--- config.mk ---
export PLATFORM = sky130hd
export DESIGN_NAME = stom_monitor
export DESIGN_NICKNAME = d
export VERILOG_FILES = /design/src/hdl/stom_pkg.sv /design/src/hdl/stom_monitor.sv
export VERILOG_INCLUDE_DIRS = /design/src /design/src/hdl
export SDC_FILE = /design/constraint.sdc
export NUM_CORES = 1
export LEC_CHECK = 0
export BUFFER_PORTS_ARGS = -buffer_cell sky130_fd_sc_hd__buf_4
export CORE_MARGIN = 2
export CORE_UTILIZATION = 67
export CTS_CLUSTER_SIZE = 25
export DETAILED_ROUTE_END_ITERATION = 8
export PLACE_DENSITY = 0.81
export SLEW_MARGIN = 5
export SYNTH_ARGS = -nofsm -noshare
export SYNTH_HDL_FRONTEND = slang
export SYNTH_SLANG_ARGS = --single-unit
--- constraint.sdc ---
create_clock -name clk_sys -period 5.2 [get_ports clk_sys]
set_input_delay 0 -clock clk_sys [delete_from_list [all_inputs] [get_ports clk_sys]]
set_output_delay 0 -clock clk_sys [all_outputs]
set_load 0.01 [all_outputs]
--- src/hdl/stom_regs.svh ---
// Timing constants for the torque-off input monitor
`ifndef STOM_REGS_SVH
`define STOM_REGS_SVH
`define STOM_CLK_HZ 10000000
`define STOM_RESP_MS 10
`define STOM_STATUS_MS 15
`define STOM_FILT_US 600
`define STOM_SKEW_MS 500
`define STOM_OFF_MS 500
// Filter length: longest test pulse plus one cycle so a 600 us pulse never passes
`define STOM_FILT_CYC ((`STOM_FILT_US * (`STOM_CLK_HZ / 1000000)) + 1)
// Skew and off-time limits: least times, rounded up (exact here)
`define STOM_SKEW_CYC (`STOM_SKEW_MS * (`STOM_CLK_HZ / 1000))
`define STOM_OFF_CYC (`STOM_OFF_MS * (`STOM_CLK_HZ / 1000))
// Latest reaction allowed, in cycles, rounded down
`define STOM_RESP_CYC (`STOM_RESP_MS * (`STOM_CLK_HZ / 1000))
`define STOM_STATUS_CYC (`STOM_STATUS_MS * (`STOM_CLK_HZ / 1000))
`endif

--- src/hdl/stom_pkg.sv ---
// Types for the torque-off input monitor
package stom_pkg;
  typedef enum logic [1:0] {
    STOM_RUN,
    STOM_OFF,
    STOM_HOLD
  } stom_state_e;
  typedef logic [22:0] stom_cnt_t;
endpackage

--- src/hdl/stom_monitor.sv ---
// Two-channel torque-off input monitor with test-pulse filter and restart lockout
`timescale 1ns/1ns
`default_nettype none
`include "stom_regs.svh"
// Behaviour
// - Block pulse pattern within 10 ms.
// - Status output changes within 15 ms.
// - Ignore low test pulses up to 600 us.
// - Re-enable only after 500 ms both off.
// - Internal error forces torque-off.
// - Status high only when both inputs low.
// - Fault when one channel off over 500 ms.
module stom_monitor
  import stom_pkg::*;
#(
  parameter int FILT_CYC = `STOM_FILT_CYC,
  parameter int SKEW_CYC = `STOM_SKEW_CYC,
  parameter int OFF_CYC = `STOM_OFF_CYC
) (
  input wire logic clk_sys,
  input wire logic resetn,
  input wire logic channel_a_request, // Pin, high = run allowed
  input wire logic channel_b_request, // Pin, high = run allowed
  input wire logic internal_error, // Same-domain error from card logic
  input wire logic fault_confirm, // Pulse that clears the fault
  input wire logic [5:0] pulse_in, // Pulse pattern from control board
  output logic [5:0] pulse_out, // Pulse pattern to power unit
  output logic torque_off, // High while pulses are blocked
  output logic wiring_status_out, // High when both inputs read low
  output logic fault_single_channel // Sticky confirmable fault, cause 1
);
  // Latest allowed blocking reaction, in cycles of the real clock
  localparam int unsigned RESP_MAX = `STOM_RESP_CYC;
  // Synchroniser stages, two per channel
  logic [1:0] s1_q, s2_q;
  // Filtered levels and per-channel low counters
  logic [1:0] filt_q, filt_d;
  stom_cnt_t low_q [2];
  stom_cnt_t low_d [2];
  // Skew and off-time counters
  stom_cnt_t skew_q, skew_d, off_q, off_d;
  stom_state_e st_q, st_d;
  logic fault_q, fault_d, stat_q, stat_d, tq_q, tq_d;
  logic [5:0] pls_q, pls_d;
  logic any_off, both_off;
  // Checker helper: cycles a channel has read low while pulses still flow
  stom_cnt_t blk_q [2];
  stom_cnt_t blk_d [2];

  // Input synchroniser; only the second stage is read
  always_ff @(posedge clk_sys or negedge resetn) begin
    if (!resetn) begin
      s1_q <= 2'h3;
      s2_q <= 2'h3;
    end else begin
      s1_q <= {channel_b_request, channel_a_request};
      s2_q <= s1_q;
    end
  end

  // Per-channel filter: a low must last past the test-pulse length to count
  genvar g;
  generate
    for (g = 0; g < 2; g++) begin : g_filt
      always_comb begin
        low_d[g] = low_q[g];
        filt_d[g] = filt_q[g];
        if (s2_q[g]) begin
          // High is taken at once; releases need no filtering for safety
          low_d[g] = '0;
          filt_d[g] = 1'b1;
        end else if (low_q[g] < stom_cnt_t'(FILT_CYC)) begin
          low_d[g] = low_q[g] + stom_cnt_t'(1);
        end else begin
          filt_d[g] = 1'b0;
        end
      end
      always_ff @(posedge clk_sys or negedge resetn) begin
        if (!resetn) begin
          low_q[g] <= '0;
          filt_q[g] <= 1'b0;
        end else begin
          low_q[g] <= low_d[g];
          filt_q[g] <= filt_d[g];
        end
      end
      // Reaction timer for the checker; a long window cannot be a delay range
      always_comb begin
        blk_d[g] = blk_q[g];
        if (s2_q[g] || tq_q) begin
          blk_d[g] = '0;
        end else if (blk_q[g] < stom_cnt_t'(RESP_MAX)) begin
          blk_d[g] = blk_q[g] + stom_cnt_t'(1);
        end
      end
      always_ff @(posedge clk_sys or negedge resetn) begin
        if (!resetn) begin
          blk_q[g] <= '0;
        end else begin
          blk_q[g] <= blk_d[g];
        end
      end
    end
  endgenerate

  assign any_off = ~filt_q[0] | ~filt_q[1];
  assign both_off = ~filt_q[0] & ~filt_q[1];

  // State, timers, fault and outputs: next values
  always_comb begin
    st_d = st_q;
    skew_d = skew_q;
    off_d = off_q;
    fault_d = fault_q;
    // Single-channel request timer; runs only while exactly one is off
    if (any_off && !both_off) begin
      if (skew_q < stom_cnt_t'(SKEW_CYC)) begin
        skew_d = skew_q + stom_cnt_t'(1);
      end else begin
        fault_d = 1'b1;
      end
    end else begin
      skew_d = '0;
    end
    // Set wins over confirm
    if (fault_confirm && !(any_off && !both_off && skew_q >= stom_cnt_t'(SKEW_CYC))) begin
      fault_d = 1'b0;
    end
    unique case (st_q)
      STOM_RUN: begin
        if (any_off || internal_error || fault_q) begin
          st_d = STOM_OFF;
        end
        off_d = '0;
      end
      STOM_OFF: begin
        // Both channels off together must last the minimum time
        if (both_off) begin
          if (off_q < stom_cnt_t'(OFF_CYC)) begin
            off_d = off_q + stom_cnt_t'(1);
          end
        end else begin
          off_d = '0;
        end
        if (off_q >= stom_cnt_t'(OFF_CYC)) begin
          st_d = STOM_HOLD;
        end
      end
      STOM_HOLD: begin
        // Wait for both channels released, no error and no fault
        if (!any_off && !internal_error && !fault_q) begin
          st_d = STOM_RUN;
        end
      end
    endcase
    if (internal_error) begin
      st_d = STOM_OFF;
      off_d = '0;
    end
    tq_d = (st_d != STOM_RUN);
    pls_d = tq_d ? 6'h00 : pulse_in;
    stat_d = ~s2_q[0] & ~s2_q[1];
  end

  // Register the state group
  always_ff @(posedge clk_sys or negedge resetn) begin
    if (!resetn) begin
      st_q <= STOM_OFF;
      skew_q <= '0;
      off_q <= '0;
      fault_q <= 1'b0;
      tq_q <= 1'b1;
      pls_q <= 6'h00;
      stat_q <= 1'b0;
    end else begin
      st_q <= st_d;
      skew_q <= skew_d;
      off_q <= off_d;
      fault_q <= fault_d;
      tq_q <= tq_d;
      pls_q <= pls_d;
      stat_q <= stat_d;
    end
  end

  assign pulse_out = pls_q;
  assign torque_off = tq_q;
  assign wiring_status_out = stat_q;
  assign fault_single_channel = fault_q;

  // Checks
  property p_block;
    @(posedge clk_sys) disable iff (!resetn)
      (blk_q[0] < stom_cnt_t'(RESP_MAX)) && (blk_q[1] < stom_cnt_t'(RESP_MAX));
  endproperty
  a_block: assert property (p_block) else $error("pulses not blocked after request");
  property p_gate;
    @(posedge clk_sys) disable iff (!resetn)
      torque_off |-> pulse_out == 6'h00;
  endproperty
  a_gate: assert property (p_gate) else $error("pulses pass while torque is off");
  property p_status;
    @(posedge clk_sys) disable iff (!resetn)
      (!s2_q[0] && !s2_q[1]) |=> wiring_status_out;
  endproperty
  a_status: assert property (p_status) else $error("status not high with both low");
  property p_nor;
    @(posedge clk_sys) disable iff (!resetn)
      (s2_q[0] || s2_q[1]) |=> !wiring_status_out;
  endproperty
  a_nor: assert property (p_nor) else $error("status high with an input high");
  property p_filter;
    @(posedge clk_sys) disable iff (!resetn)
      (st_q == STOM_RUN && !internal_error && !fault_q && s2_q == 2'h3) ##1 !s2_q[0] |=> !torque_off [*3];
  endproperty
  a_filter: assert property (p_filter) else $error("short low pulse caused torque-off");
  property p_rel;
    @(posedge clk_sys) disable iff (!resetn)
      (st_q == STOM_OFF && off_q < stom_cnt_t'(OFF_CYC)) |=> torque_off;
  endproperty
  a_rel: assert property (p_rel) else $error("released before off time");
  property p_err;
    @(posedge clk_sys) disable iff (!resetn)
      internal_error |=> torque_off && pulse_out == 6'h00;
  endproperty
  a_err: assert property (p_err) else $error("internal error did not force off");
  property p_fault;
    @(posedge clk_sys) disable iff (!resetn)
      (any_off && !both_off && skew_q >= stom_cnt_t'(SKEW_CYC)) |=> fault_single_channel;
  endproperty
  a_fault: assert property (p_fault) else $error("single channel fault missing");
  property p_sync;
    @(posedge clk_sys) disable iff (!resetn)
      1'b1 |=> s2_q == $past(s1_q);
  endproperty
  a_sync: assert property (p_sync) else $error("synchroniser stage skipped");
  c_off: cover property (@(posedge clk_sys) disable iff (!resetn) $rose(torque_off));
  c_run: cover property (@(posedge clk_sys) disable iff (!resetn) $fell(torque_off));
  c_fault: cover property (@(posedge clk_sys) disable iff (!resetn) $rose(fault_single_channel));
endmodule
`default_nettype wire

==> flow_summary_export.csv <==
group,metric,value,unit
place,io_buffers,20,
setup_path,cp.required,5.47,ns
logic_synthesis,synth_edf_count,0,
routing,drt_wl_total,11170,um
clock_network,h-tree-depth,3,
clock_network,clock_latency,0.37,ns
timing,whs,0.1729,ns
logic_synthesis,syn-num-nets,608,
timing,fmaxAchievable,355.9,MHz
routing,vias,4458,
logic_synthesis,synthMuxAreaShare,2.951,%
setup_path,critical_path.endpoint_type,"register",
routing,drtIter0Drc,198,
die,die_y,95.40,um
grt,grt-ovfl-total,0,
run_status,outcome,"complete, no violations",
power,swShare,27.67,%
logic_synthesis,ys_dominant_reg_cell,"dfrtp_1",
power,power_leakage,2.445,nW
finish,syn_to_final_growth,9.211,%
finish,multi_input_area,2669,sq um
grt,grt_pass1_wl,18700,um
power,total_power,1.718,mW
logic_synthesis,synth_compound_area_share,14.73,%
logic_synthesis,synthSimpleGateAreaFrac,25.35,%
logic_synthesis,synth-seq-cells,109,
setup_path,crit_arrival,3.08,ns
power,share_seq_of_total_power,53.1,%
timing,setup_tns,0,ns
timing,rsz0062_at_grt,"false",
setup_path,path_max_fanout,13,
timing,period_minus_slack,2.810,ns
die,die_w,95.40,um
timing,setup_violations,0,
clock_network,cts_tree,"built",
die,pin_count,21,
routing,avgRoutedWirePerCell,15.60,um
setup_path,r2r_cells,7,
finish,drive_gt1_share,9.329,%
place,hpwl,7623,um
logic_synthesis,synth_top_family_by_area,"simple AND/OR/NAND/NOR gates",
setup_path,cp-start-kind,"register",
logic_synthesis,avgSynthCellArea,9.567,sq um
routing,drc_errors,0,
finish,layout.nets,629,
finish,n_antenna_cell,0,
timing,finalHoldViolations,0,
power,p_int,1.243,mW
flow_run,drv_cap,0,
power,combPwrFrac,15.6,%
clock_network,cts_setup_buffers,0,
timing,period_share,54.04,%
routing,vias_per_cell,6.226,
timing,slew_viol_final,0,
power,cellPowerDensity,281.2,nW/um^2
grt,grt_pass1_vias,4044,
power,p_sw,475.4,uW
logic_synthesis,yosysUniqueCellTypes,60,
logic_synthesis,syn_area,5597,sq um
die,rows,33,
clock_network,cts_buffer_depth,2,
logic_synthesis,yosysSeqAreaShare,48.87,%
finish,fin_util,74.76,%
power,vdd.ir_drop.worst,0.1922,mV
power,pwr-share-clk,31.3,%
clock_network,path_clk_slew,0.10,ns
clock_network,ctsRootBufferMaster,"clkbuf_8",
die,core,8175,sq um
timing,max_slew_margin,15.24,%
setup_path,r2r-end,"off_q[21]",
logic_synthesis,synth_fa_ha_area_share,2.459,%
timing,fin_skew,0.005152,ns
finish,seqCellArea,2735,sq um
place,gp_congestion,0.8853,
timing,tightestPinTransition,1.258,ns
grt,antenna_found_initial,0,
die,die_area,9100,sq um
setup_path,worst-r2r-setup-slack,2.39,ns
logic_synthesis,synth_cells,585,
clock_network,clock_sinks,109,
clock_network,cts_made_buffers,9,
setup_path,r2r_start,"st_q[0]",
logic_synthesis,synth_xor_area_share,2.191,%
routing,drtPass1Iterations,4,
worst_hold_path,min_path_type,"in2async",
logic_synthesis,yosys_warnings,0,
finish,n_fill_cell,567,
routing,drtAntennaViolNets,0,
setup_path,worstSetupPathType,"reg2reg",
logic_synthesis,synthArstFlopShare,100.0,%
grt,grt_max_degree,59,
die,initial_utilization,68.46,%
grt,grt_usage,26.35,%
==> worst max path at each step <==
stage / start / end / cells after the start
6_report: st_q[0] / off_q[21] / 7
5_1_grt: st_q[0] / off_q[21] / 7
4_1_cts: st_q[0] / off_q[21] / 7
3_5_place_dp: st_q[0] / off_q[21] / 7
3_3_place_gp: st_q[0] / off_q[21] / 7
2_1_floorplan: st_q[0] / off_q[16] / 7
==> metal layers <==
layer	global-route usage [%]	part of all wire, %	vias up
met5	0	0	-
met4	8.214	1.5	0
met3	4.585	4.2	17
met2	42.96	49	124
met1	36.38	46	2138
li1	-	-	2179
==> through the flow <==
stage                     instances  area, sq um  worst slack [ns]
after floorplan                 585         5597             2.801
after global placement          689         5791             2.565
after detailed placement        689         5791             2.457
after CTS                       716         6112             2.396
after global routing            716         6112             2.208
final                           716         6112             2.390
==> power groups by stage <==
stage / logic [mW] / registers, mW / clock network (mW)
floorplan: 0.171 / 0.928 / 0
global placement: 0.248 / 0.926 / 0
detailed placement: 0.259 / 0.929 / 0
CTS: 0.267 / 0.913 / 0.552
global route: 0.301 / 0.919 / 0.580
finish: 0.267 / 0.913 / 0.538
==> repair_timing <==
action	4_1_cts	5_1_grt
hold buffers	11	0
resized for setup	0	0
setup endpoints to repair	0	0
hold endpoints to repair	58	0
==> Yosys cell counts (3+ instances only) <==
library cell	n	area, sq um
a211oi_1	5	37.54
a21o_1	7	52.55
a21oi_1	43	215.2
a31oi_1	3	18.77
and2_1	4	25.02
and3_1	8	50.05
and4_1	5	43.79
clkbuf_1	19	71.32
dfrtp_1	103	2577
dfstp_2	6	157.7
ha_1	11	137.6
inv_1	24	90.09
mux2_2	4	45.04
mux2i_1	12	120.1
nand2_1	50	187.7
nand2b_1	10	62.56
nand3_1	32	160.2
nand4_1	13	81.33
nor2_1	39	146.4
nor2b_1	25	156.4
nor3_1	23	115.1
nor4_1	13	81.33
o211ai_1	3	22.52
o21a_1	6	45.04
o21ai_0	20	100.1
o31a_1	3	26.28
o31ai_1	10	75.07
or2_2	3	18.77
or3_1	17	106.4
or4_1	14	105.1
xnor2_1	12	105.1
==> kinds of logic (layout without fill, tap and decap cells) <==
group	Yosys count	in the layout
buffers and inverters	47	73
AOI/OAI and AO/OA	123	123
xor gates and xnor gates	14	14
adders and majority gates	11	11
muxes	16	16
and+or+nand+nor	265	265
DFF	109	109
==> cell type report <==
cell class              instances  area share, %
clock buffers                  12          2.538
clock inverters                 4         0.9212
inverters                      24          1.474
multi-input cells             429          43.66
flip-flops and latches        109          44.75
well taps                     105          2.149
repair buffers                 33          4.504
==> cells in the final DEF, fill, tap and decap left out, drive strengths merged, types with 5 or more instances in the layout <==
| cell type | n |
|---|---|
| a211oi | 5 |
| a21o | 7 |
| a21oi | 43 |
| and3 | 8 |
| and4 | 5 |
| buf | 22 |
| clkbuf | 12 |
| dfrtp | 103 |
| dfstp | 6 |
| dlygate4sd3 | 11 |
| ha | 11 |
| inv | 25 |
| mux2i | 12 |
| nand2 | 50 |
| nand2b | 10 |
| nand3 | 32 |
| nand4 | 13 |
| nor2 | 39 |
| nor2b | 25 |
| nor3 | 23 |
| nor4 | 13 |
| o21a | 6 |
| o21ai | 21 |
| o31ai | 10 |
| or3 | 17 |
| or4 | 14 |
| xnor2 | 12 |
==> sequential cells by signal, summed over array words and instances, names as in the netlist <==
signal and count:
wiring_status_out 1, s2_q 2, filt_q 2, st_q 2, low_q 46, off_q 23
s1_q 2, skew_q 23, torque_off 1, fault_single_channel 1, pulse_out 6
==> critical path: stages (launching register included) <==
cell and delay [ns]:
dfstp_2 0.59, inv_1 0.08, ha_1 0.24, or2_2 0.33, a21oi_1 0.39, o21ai_0 0.56, and3_1 0.37, o21a_1 0.16
Note: power is estimated with default switching activity, not from simulation.
